`src/hw/wdt_pkg.sv`:
```
// Function
// Time-out with interrupt enabled sets the interrupt flag.
// Executing the watchdog vector clears the interrupt flag.
// Writing one to the flag position clears it; zero leaves it.
// Interrupt request needs flag, enable and core global enable all set.
// Reset-enable and interrupt-enable pair select stop, irq, reset, both.
// Programmed fuse (0) forces reset mode regardless of the bits.
// Combined mode: first time-out sets flag; vector clears enable and flag.
// Combined mode: second time-out without vector gives system reset.
// Software re-arms interrupt enable after each interrupt, outside the ISR.
// Clearing reset-enable or changing prescaler needs change-enable set.
// Change-enable clears itself four core cycles after being written one.
// Reset-enable held at one while the watchdog reset flag is set.
// Time-out is 2048 oscillator cycles shifted left by code 0..9.
// Prescaler bits: bit 5 is the top bit, bits 2:0 the lower bits.
// Change starts with change-enable and reset-enable written in one go.
// Counter advances on the oscillator tick; restart clears it.
// Programmed fuse locks reset-enable at one, interrupt-enable at zero.
// Stopped mode keeps the counter cleared.
package wdt_pkg;

  ////////////////////////////////////////////////////////////////////////////
  // Register map (byte addresses)
  localparam logic [7:0] CTRL_ADDR = 8'h60;
  localparam logic [7:0] STAT_ADDR = 8'h64;
  localparam logic [7:0] MASK_ADDR = 8'h68;

  // Control field positions
  localparam int FLAG_BIT = 7;
  localparam int IRQ_EN_BIT = 6;
  localparam int PRE_HI_BIT = 5;
  localparam int CHG_EN_BIT = 4;
  localparam int RST_EN_BIT = 3;

  // Event status bit positions
  localparam int EV_IRQ_BIT = 0;
  localparam int EV_RST_BIT = 1;
  localparam int EV_W = 2;

  // Reset values
  localparam logic [7:0] CTRL_RESET = 8'h00;
  localparam logic [EV_W-1:0] MASK_RESET = 2'h0;

  // Timing
  localparam int CHG_WINDOW_CYC = 4;
  localparam int BASE_TIMEOUT = 2048;
  localparam logic [3:0] MAX_PRESCALE = 4'h9;
  localparam int CORE_CLK_HZ = 250000000;
  localparam int OSC_HZ = 128000;
  localparam int OSC_DIV_CYC = CORE_CLK_HZ / OSC_HZ;

  typedef enum logic [1:0] {
    MODE_STOP,
    MODE_IRQ,
    MODE_RESET,
    MODE_BOTH
  } wdt_mode_e;

endpackage

```
`src/hw/wdt_tick_gen.sv`:
```
`timescale 1ns/1ps
// Oscillator-rate enable pulse derived from the core clock
module wdt_tick_gen #(
  parameter int DIV = 1953
) (
  input wire logic clk_i, // Core clock
  input wire logic rst_i, // Sync reset
  output logic tick_o // One-cycle oscillator tick
);

  logic [15:0] cnt_reg;
  logic [15:0] last_val;

  assign last_val = 16'(DIV - 1);

  // Free-running divider, pulse on wrap
  always_ff @(posedge clk_i) begin
    if (rst_i) begin
      cnt_reg <= 16'h0000;
      tick_o <= 1'b0;
    end else if (cnt_reg == last_val) begin
      cnt_reg <= 16'h0000;
      tick_o <= 1'b1;
    end else begin
      cnt_reg <= cnt_reg + 16'h0001;
      tick_o <= 1'b0;
    end
  end

endmodule

```
`src/hw/wdt_ctrl.sv`:
```
`timescale 1ns/1ps
// Watchdog timer with control/status register on a Wishbone slave
module wdt_ctrl #(
  parameter int OSC_DIV = wdt_pkg::OSC_DIV_CYC,
  parameter int BASE_CYC = wdt_pkg::BASE_TIMEOUT
) (
  input wire logic clk_i, // Core clock
  input wire logic rst_i, // Sync reset, active high
  input wire logic wb_cyc_i, // Bus cycle
  input wire logic wb_stb_i, // Strobe
  input wire logic wb_we_i, // Write enable
  input wire logic [7:0] wb_adr_i, // Byte address
  input wire logic [3:0] wb_sel_i, // Byte selects
  input wire logic [31:0] wb_dat_i, // Write data
  output logic [31:0] wb_dat_o, // Read data
  output logic wb_ack_o, // Acknowledge
  output logic wb_err_o, // Unmapped address
  input wire logic restart_i, // Restart instruction pulse
  input wire logic vector_ack_i, // Core executes watchdog vector
  input wire logic global_irq_en_i, // Core global interrupt enable
  input wire logic always_on_fuse_i, // Fuse, 0 means programmed
  input wire logic watchdog_reset_flag_i, // Reset-cause flag
  output logic timeout_irq_o, // Vector request to the core
  output logic system_reset_o, // Watchdog system reset pulse
  output logic irq_o // Masked event interrupt
);

  ////////////////////////////////////////////////////////////////////////////
  // Pin synchronisers for the fuse and reset flag
  logic fuse_s1_reg;
  logic fuse_s2_reg;
  logic rflag_s1_reg;
  logic rflag_s2_reg;

  // Two-stage synchronisers
  always_ff @(posedge clk_i) begin
    if (rst_i) begin
      fuse_s1_reg <= 1'b1;
      fuse_s2_reg <= 1'b1;
      rflag_s1_reg <= 1'b0;
      rflag_s2_reg <= 1'b0;
    end else begin
      fuse_s1_reg <= always_on_fuse_i;
      fuse_s2_reg <= fuse_s1_reg;
      rflag_s1_reg <= watchdog_reset_flag_i;
      rflag_s2_reg <= rflag_s1_reg;
    end
  end

  ////////////////////////////////////////////////////////////////////////////
  // Register state
  logic timeout_irq_flag_reg;
  logic timeout_irq_enable_reg;
  logic change_enable_reg;
  logic system_reset_enable_reg;
  logic [3:0] timeout_prescale_select_reg;
  logic [2:0] chg_cnt_reg;
  logic [wdt_pkg::EV_W-1:0] ev_status_reg;
  logic [wdt_pkg::EV_W-1:0] ev_mask_reg;
  logic [20:0] wdt_cnt_reg;

  ////////////////////////////////////////////////////////////////////////////
  // Bus decode
  wire bus_req = wb_cyc_i & wb_stb_i & ~wb_ack_o & ~wb_err_o;
  wire sel_ctrl = (wb_adr_i == wdt_pkg::CTRL_ADDR);
  wire sel_stat = (wb_adr_i == wdt_pkg::STAT_ADDR);
  wire sel_mask = (wb_adr_i == wdt_pkg::MASK_ADDR);
  wire mapped = sel_ctrl | sel_stat | sel_mask;
  wire wr_lane0 = bus_req & wb_we_i & wb_sel_i[0];
  wire wr_ctrl = wr_lane0 & sel_ctrl;
  wire wr_stat = wr_lane0 & sel_stat;
  wire wr_mask = wr_lane0 & sel_mask;
  wire [7:0] wd = wb_dat_i[7:0];

  ////////////////////////////////////////////////////////////////////////////
  // Effective configuration
  wire fuse_prog = ~fuse_s2_reg;
  wire rflag = rflag_s2_reg;
  wire eff_rst_en = system_reset_enable_reg | fuse_prog | rflag;
  wire eff_irq_en = timeout_irq_enable_reg & ~fuse_prog;
  wire [3:0] eff_pre = (timeout_prescale_select_reg > wdt_pkg::MAX_PRESCALE)
                       ? wdt_pkg::MAX_PRESCALE
                       : timeout_prescale_select_reg;

  // Mode select from the enable pair
  wdt_pkg::wdt_mode_e mode;
  assign mode = wdt_pkg::wdt_mode_e'({eff_rst_en, eff_irq_en});

  ////////////////////////////////////////////////////////////////////////////
  // Time-out length: base shifted by the prescale code
  function automatic logic [20:0] timeout_len(input logic [3:0] code);
    timeout_len = 21'(BASE_CYC) << code;
  endfunction

  logic osc_tick;

  wdt_tick_gen #(
    .DIV(OSC_DIV)
  ) u_tick (
    .clk_i(clk_i),
    .rst_i(rst_i),
    .tick_o(osc_tick)
  );

  wire running = (mode != wdt_pkg::MODE_STOP);
  // Restart in the same cycle wins over a time-out
  wire timeout = running & osc_tick & ~restart_i
                 & (wdt_cnt_reg >= timeout_len(eff_pre) - 21'h000001);

  // Time-out actions by mode
  wire to_irq = timeout & (mode == wdt_pkg::MODE_IRQ
                | (mode == wdt_pkg::MODE_BOTH & ~timeout_irq_flag_reg));
  wire to_rst = timeout & (mode == wdt_pkg::MODE_RESET
                | (mode == wdt_pkg::MODE_BOTH & timeout_irq_flag_reg));

  // Watchdog counter on oscillator ticks
  always_ff @(posedge clk_i) begin
    if (rst_i) begin
      wdt_cnt_reg <= 21'h000000;
    end else if (!running || restart_i || timeout) begin
      wdt_cnt_reg <= 21'h000000;
    end else if (osc_tick) begin
      wdt_cnt_reg <= wdt_cnt_reg + 21'h000001;
    end
  end

  ////////////////////////////////////////////////////////////////////////////
  // Protected change window
  wire chg_open = change_enable_reg;
  wire prot_ok = chg_open & ~wd[wdt_pkg::CHG_EN_BIT];
  wire [3:0] wr_pre = {wd[wdt_pkg::PRE_HI_BIT], wd[2:0]};

  // Change-enable set by a write with reset-enable, self-clears after 4
  always_ff @(posedge clk_i) begin
    if (rst_i) begin
      change_enable_reg <= 1'b0;
      chg_cnt_reg <= 3'h0;
    end else if (wr_ctrl && wd[wdt_pkg::CHG_EN_BIT]
                 && wd[wdt_pkg::RST_EN_BIT]) begin
      change_enable_reg <= 1'b1;
      chg_cnt_reg <= 3'(wdt_pkg::CHG_WINDOW_CYC);
    end else if (wr_ctrl && chg_open) begin
      change_enable_reg <= 1'b0;
      chg_cnt_reg <= 3'h0;
    end else if (chg_cnt_reg == 3'h1) begin
      change_enable_reg <= 1'b0;
      chg_cnt_reg <= 3'h0;
    end else if (chg_cnt_reg != 3'h0) begin
      chg_cnt_reg <= chg_cnt_reg - 3'h1;
    end
  end

  // Reset-enable and prescaler updates
  always_ff @(posedge clk_i) begin
    if (rst_i) begin
      system_reset_enable_reg <= 1'b0;
      timeout_prescale_select_reg <= 4'h0;
    end else if (wr_ctrl) begin
      if (wd[wdt_pkg::RST_EN_BIT]) begin
        system_reset_enable_reg <= 1'b1;
      end else if (prot_ok && !rflag) begin
        system_reset_enable_reg <= 1'b0;
      end
      if (prot_ok) begin
        timeout_prescale_select_reg <= wr_pre;
      end
    end
  end

  // Interrupt enable; vector in combined mode clears it
  always_ff @(posedge clk_i) begin
    if (rst_i) begin
      timeout_irq_enable_reg <= 1'b0;
    end else if (vector_ack_i && mode == wdt_pkg::MODE_BOTH) begin
      timeout_irq_enable_reg <= 1'b0;
    end else if (wr_ctrl) begin
      timeout_irq_enable_reg <= wd[wdt_pkg::IRQ_EN_BIT];
    end
  end

  // Interrupt flag: time-out sets, vector or write-one clears
  always_ff @(posedge clk_i) begin
    if (rst_i) begin
      timeout_irq_flag_reg <= 1'b0;
    end else if (to_irq) begin
      timeout_irq_flag_reg <= 1'b1;
    end else if (vector_ack_i) begin
      timeout_irq_flag_reg <= 1'b0;
    end else if (wr_ctrl && wd[wdt_pkg::FLAG_BIT]) begin
      timeout_irq_flag_reg <= 1'b0;
    end
  end

  ////////////////////////////////////////////////////////////////////////////
  // Event status and mask
  wire [wdt_pkg::EV_W-1:0] ev_set = {to_rst, to_irq};
  wire [wdt_pkg::EV_W-1:0] ev_clr = wr_stat ? wd[wdt_pkg::EV_W-1:0]
                                            : {wdt_pkg::EV_W{1'b0}};

  // Sticky events, set wins over clear
  always_ff @(posedge clk_i) begin
    if (rst_i) begin
      ev_status_reg <= {wdt_pkg::EV_W{1'b0}};
      ev_mask_reg <= wdt_pkg::MASK_RESET;
    end else begin
      ev_status_reg <= (ev_status_reg & ~ev_clr) | ev_set;
      if (wr_mask) begin
        ev_mask_reg <= wd[wdt_pkg::EV_W-1:0];
      end
    end
  end

  ////////////////////////////////////////////////////////////////////////////
  // Read mux
  wire [7:0] ctrl_view = {timeout_irq_flag_reg, eff_irq_en,
                          timeout_prescale_select_reg[3], change_enable_reg,
                          eff_rst_en, timeout_prescale_select_reg[2:0]};
  wire [31:0] rd_data = sel_ctrl ? {24'h000000, ctrl_view}
                      : sel_stat ? {30'h00000000, ev_status_reg}
                      : sel_mask ? {30'h00000000, ev_mask_reg}
                      : 32'h00000000;

  // Bus answer and outputs, all registered
  always_ff @(posedge clk_i) begin
    if (rst_i) begin
      wb_ack_o <= 1'b0;
      wb_err_o <= 1'b0;
      wb_dat_o <= 32'h00000000;
      timeout_irq_o <= 1'b0;
      system_reset_o <= 1'b0;
      irq_o <= 1'b0;
    end else begin
      wb_ack_o <= bus_req & mapped;
      wb_err_o <= bus_req & ~mapped;
      wb_dat_o <= (bus_req & mapped & ~wb_we_i) ? rd_data : 32'h00000000;
      timeout_irq_o <= timeout_irq_flag_reg & eff_irq_en
                       & global_irq_en_i & ~vector_ack_i;
      system_reset_o <= to_rst;
      irq_o <= |(ev_status_reg & ev_mask_reg);
    end
  end

endmodule

```
`config.mk`:
```
export PLATFORM = sky130hd
export DESIGN_NAME = wdt_ctrl
export DESIGN_NICKNAME = d
export VERILOG_FILES = /design/src/hw/wdt_pkg.sv /design/src/hw/wdt_tick_gen.sv /design/src/hw/wdt_ctrl.sv
export SDC_FILE = /design/constraint.sdc
export NUM_CORES = 1
export LEC_CHECK = 0
export ABC_AREA = 1
export BUFFER_PORTS_ARGS = -buffer_cell sky130_fd_sc_hd__buf_4
export CAP_MARGIN = 25
export CORE_MARGIN = 2
export CORE_UTILIZATION = 45
export CTS_CLUSTER_SIZE = 28
export DETAILED_ROUTE_END_ITERATION = 7
export GPL_ROUTABILITY_DRIVEN = 0
export PLACE_DENSITY = 0.7
export SETUP_SLACK_MARGIN = 0.3
export SLEW_MARGIN = 20
export SYNTH_ARGS = -nofsm -noshare
export SYNTH_HDL_FRONTEND = slang
export SYNTH_SLANG_ARGS = --single-unit
```
`constraint.sdc`:
```
create_clock -name clk_i -period 3.5 [get_ports clk_i]
set_input_delay 0.175 -clock clk_i [delete_from_list [all_inputs] [get_ports clk_i]]
set_output_delay 0.175 -clock clk_i [all_outputs]
set_load 0.01 [all_outputs]
```
# ---- After elaboration in Yosys (flattened, before gate mapping)
# Index checks and enable logic that the tools add are counted.
dict set report op_classes {
  magnitude_cmp 2
  bitwise 43
  reduce_logical 25
  n_shift 1
  n_eq_ne 8
  addsub 4
  muxes 18
}
# operator n
set op_table {}
lappend op_table {{8-bit by 7-bit == test with 1-bit output, second input constant} 3}
lappend op_table {{1-bit bitwise AND} 23}
lappend op_table {{21-bit by 1-bit adder with 21-bit output, second input constant} 1}
lappend op_table {{21-bit >= comparator} 1}
lappend op_table {{12-bit by 4-bit << shifter with 21-bit output, first input constant} 1}
lappend op_table {{21-bit by 1-bit subtractor with 21-bit output, second input constant} 1}
lappend op_table {{16-bit by 1-bit adder with 16-bit output, second input constant} 1}
lappend op_table {{16-bit by 11-bit == test with 1-bit output, second input constant} 1}
lappend op_table {{3-bit 2-to-1 mux} 4}
lappend op_table {{1-bit inverter} 10}
lappend op_table {{2-bit OR reduction} 5}
lappend op_table {{1-bit 2-to-1 mux} 9}
lappend op_table {{3-bit nonzero test} 3}
lappend op_table {{8-bit 2-to-1 mux} 1}
lappend op_table {{4-bit OR reduction} 2}
lappend op_table {{1-bit logical AND} 6}
lappend op_table {{2-bit 2-to-1 mux} 3}
lappend op_table {{1-bit bitwise OR} 6}
lappend op_table {{2-bit bitwise AND} 2}
lappend op_table {{2-bit == test, second input constant} 2}
lappend op_table {{4-bit > comparator, second input constant} 1}
lappend op_table {{4-bit 2-to-1 mux} 1}
lappend op_table {{2-bit AND reduction} 2}
lappend op_table {{2-bit nonzero test} 2}
lappend op_table {{other kinds (8)} 10}
dict set report word_totals {
  word_cells 124
  regBits 94
}

# ---- Logic depth before layout (Yosys ltp)
dict set report depth {
  ltp_word 10
  depth_mapped 16
  ltp_nobuf 15
}

# ---- Cells and area by module
# From an unflattened synthesis, not the netlist that was laid out.
dict set report hier_totals {
  cells_unflattened 553
  hier_area_um2 3935.0
}
# module instances cells_per_inst seq_area_each_um2 area_each_um2
set by_module_without_submodules {}
lappend by_module_without_submodules {wdt_ctrl 1 424 1061.0 3041.7}
lappend by_module_without_submodules {wdt_tick_gen 1 129 340.3 893.4}

# ---- Least setup slack after synthesis
# OpenSTA, ideal clock, no wires.
dict set report synth_timing {
  path_kind {flip-flop to flip-flop}
  from {register timeout_prescale_select_reg[3]}
  to {register wdt_cnt_reg[14]}
  path_slack_ns 1.299
  setup_ns 0.117
  n_path_buf 1
  required_time_ns 3.383
  period_less_slack_ns 2.201
  arrival_ns 2.084
  stages_incl_launch_ff 16
  path_cell_list {dfxtp_1 > inv_1 > nand3_1 > ha_1 > nand3_1 > xor2_1 > ha_1 > nand2_1 > nor2_1 > a21boi_0 > nor2_1 > nand2_1 > nand2_2 > nand2_4 > buf_12 > nor2_2}
}
dict set report synth_between {
  elab_chain_cells 8
}
# item line
set synth_rtl {}
lappend synth_rtl {{start: declaration} wdt_ctrl.sv:56} ;# logic [3:0] timeout_prescale_select_reg;
lappend synth_rtl {{start signal: assignment} wdt_ctrl.sv:165} ;# timeout_prescale_select_reg <= wr_pre;
lappend synth_rtl {{4-bit > comparator} wdt_ctrl.sv:81} ;# wire [3:0] eff_pre = (timeout_prescale_select_reg > wdt_pkg::MAX_PRESCALE)
lappend synth_rtl {{4-bit 2-to-1 mux (*)} wdt_ctrl.sv:82} ;# ? wdt_pkg::MAX_PRESCALE
lappend synth_rtl {{12-bit by 4-bit << shifter with 21-bit output (*)} wdt_ctrl.sv:92} ;# timeout_len = 21'(BASE_CYC) << code;
lappend synth_rtl {{21-bit by 1-bit subtractor with 21-bit output (*)} wdt_ctrl.sv:108} ;# & (wdt_cnt_reg >= timeout_len(eff_pre) - 21'h000001);
lappend synth_rtl {{21-bit >= comparator (*)} wdt_ctrl.sv:108}
lappend synth_rtl {{1-bit bitwise AND (*)} wdt_ctrl.sv:108}
lappend synth_rtl {{1-bit logical OR (*)} wdt_ctrl.sv:120} ;# end else if (!running || restart_i || timeout) begin
lappend synth_rtl {{2-bit OR reduction (no source line) (*)} --}
lappend synth_rtl {{end signal: assignment} wdt_ctrl.sv:123} ;# wdt_cnt_reg <= wdt_cnt_reg + 21'h000001;
lappend synth_rtl {{end: declaration} wdt_ctrl.sv:60} ;# logic [20:0] wdt_cnt_reg;
# Mark *: on every way between the ends. The rest lies on a longest branch, timed or not.
# A chain may end at the register's enable or synchronous reset.

# ---- Final worst setup path
dict set report layout_timing {
  from {register timeout_prescale_select_reg[3]}
  to {register wdt_cnt_reg[11]}
}
# The elaborated chain is that of the path after synthesis.

==> impl_metrics.ini <==
[routing]
drc = 0
vias = 3187
vias_per_cell = 4.82
drtIter0Drc = 114
drtPass1Iterations = 4
wire_per_inst_um = 10.8
ant_nets = 0
routed_wl_um = 7130

[synthesis]
yosys-top-cells-area = dfxtp_1 37%, nand2_1 8.6%, nor2_1 7.3%
syn_area_sq_um = 3760
synth_fa_ha_area_frac = 0.0565
synth_compound_area_frac = 0.0742
synth_xor_area_frac = 0.0559
synth_common_cells = 86 x nand2_1, 73 x nor2_1, 70 x dfxtp_1
ys_seq_area_frac = 0.372
yosys.area_share.simple = 0.316
ys_ff_latch = 70
synth.top_cell.area_share = 0.372
syn_inst = 506
synth_flop_cell = dfxtp_1
synthMuxAreaShare = 0.00266
async_flop_share = 0
synth_largest_area_cell = dfxtp_1
synth.distinct_cells = 39
synth_most_common_cell = nand2_1
synth_enable_flop_cells = 0
avgSynthCellArea_sq_um = 7.44
synth_top_family_by_area = simple AND/OR/NAND/NOR gates
yosys_warnings = 0

[power_and_ir_drop]
worst_ir_drop_vdd_v = 0.000262
comb_power_share = 0.104
cellPowerDensity_nw_per_um2 = 385
clkPwrFrac = 0.391
p_leak_nw = 1.69
swShare = 0.245
power_frac_seq = 0.505
switching_power_mw = 0.401
p_int_mw = 1.24
power_mw = 1.64

[worst_setup_path]
crit_chain = inv_1 > nand3_1 > ha_1 > nand3_1 > xor2_1 > ha_1 > nand2_1 > nor2_1 > a21boi_0 > nor2_1 > nand2_1 > nand2_2 > nand2_4 > a21oi_1
cp.arrival_ns = 2.81
crit_slowest_cell = dfxtp_1
path_depth = 14
slowest_delay_ns = 0.42
crit_buf_inv = 1
start_kind = register
path_class = reg2reg
crit_required_ns = 3.72
crit_family = simple AND/OR/NAND/NOR gates
crit_path_end_kind = register
worst-r2r-cell-count = 14
cp_max_fo = 21

[cells_and_area]
syn_to_final_growth_pct = 13.0
fin_nets = 622
largest_reg_flops = 21
diodes = 0
final_area_sq_um = 4250
final_layout_size_suffix_gt1_frac = 0.160

[clocking]
numCtsBuffers = 9
postCtsSetupBuffers = 0
clk_pin_slew_worst_paths_ns = 0.07
cts_tree = yes
insertion_delay_ns = 0.34
cts_root_buf = clkbuf_8
cts.sinks = 70
htree_levels = 3
clock_path_buffers = 2

[run]
drv_cap = 0

[global_routing]
grt_busiest_layer = met2
grt_overflow_total = 0
track_usage = 0.169
antenna_found_initial = 0
first_global_vias = 2923
gr-usage-met2 = 0.286
grt_max_degree = 22
met3_usage = 0.0403
grt_pass1_wl_um = 12200
gr-usage-met1 = 0.211

[place]
dp_hpwl_um = 5540
dpl-instance-area_sq_um = 4050
port_buffers = 39

[floorplanning]
die_height_um = 95.4
rows = 33
dieArea_sq_um = 9110
die_w_um = 95.4
core_sq_um = 8180
start_util = 0.460
ios = 91

[timing]
rsz0062_at_grt = no
max_freq_ghz = 0.387
finClkSkew_ns = 0.00607
finalMaxSlewViolations = 0
fin_hold_ws_ns = 0.0152
hold_viol_final = 0
setup_tns_ns = 0
fin_crit_ns = 2.59
worst_pin_slew_ns = 0.500
finalSetupViolCount = 0
slew_headroom = 0.666
timing.final.crit_share = 0.739

[status]
status = finished, final reports clean

[min_path]
hold_depth = 2
min_path_type = in2reg
placed cells by master (no fill, tap or decap), types with 4 or more instances in the layout:
| cell type | count |
|---|---|
| xor2_1 | 14 |
| ha_1 | 17 |
| dfxtp_1 | 70 |
| nand4_1 | 9 |
| nand3_1 | 35 |
| a21oi_1 | 27 |
| buf_4 | 39 |
| inv_1 | 59 |
| o21ai_0 | 12 |
| nor3_1 | 10 |
| clkbuf_8 | 10 |
| nor2_1 | 73 |
| nand2_1 | 86 |
| a21oi_2 | 4 |
| conb_1 | 25 |
| nor2_2 | 12 |
| nand2_2 | 7 |
| xnor2_1 | 10 |
through the flow:
stage                util  std cells  worst slack, ns
finish              0.520        661            0.915
global placement    0.495        644            0.939
detailed placement  0.495        644            0.885
floorplan               -        529             1.30
CTS                 0.520        661            0.869
global route        0.520        661            0.631
worst register-to-register path, stage by stage, from the launching register on:
cell	delay [ns]
dfxtp_1	0.42
inv_1	0.14
nand3_1	0.13
ha_1	0.19
nand3_1	0.10
xor2_1	0.15
ha_1	0.28
nand2_1	0.04
nor2_1	0.20
a21boi_0	0.23
nor2_1	0.08
nand2_1	0.09
nand2_2	0.08
nand2_4	0.25
a21oi_1	0.07
layout make-up:
cell class                 instances  area, sq um
fill                             809         3920
multi-input combinational        370         1990
sequential                        70         1400
timing repair buffer              40          303
inverter                          60          230
clock buffer                      13          149
tap                              105          131
clock inverter                     3         43.8
cell families after synthesis:
family	after synthesis
buffers and inverters	89
AOI/OAI and AO/OA	50
muxes	1
DFF	70
other	2
and+or+nand+nor	253
xor gates and xnor gates	24
adders and majority gates	17
power by group through the flow:
stage | clock (mW) | sequential (mW) | combinational [mW]
3_5_place_dp | 0 | 0.845 | 0.170
3_3_place_gp | 0 | 0.844 | 0.158
6_report | 0.639 | 0.826 | 0.170
2_1_floorplan | 0 | 0.843 | 0.140
4_1_cts | 0.664 | 0.826 | 0.171
5_1_grt | 0.693 | 0.829 | 0.195
repair_timing:
action                     4_1_cts  5_1_grt
gates resized for setup          0        0
setup endpoints to repair        0        0
hold endpoints to repair         1        0
hold buffers                     1        0
routing by layer:
layer	part of all wire	vias to the layer above
met4	0.011	0
met1	0.47	1463
met2	0.48	53
li1	-	1660
met5	0	-
met3	0.034	11
final timing paths:
path                                       start  slack (ns)              end
setup / recovery  timeout_prescale_select_reg[3]        0.91  wdt_cnt_reg[11]
hold / removal                      vector_ack_i        0.02    timeout_irq_o
setup reg to reg  timeout_prescale_select_reg[3]        0.91  wdt_cnt_reg[11]
hold reg to reg                     rflag_s1_reg        0.41            rflag
Power figures use the tool's default switching activity.
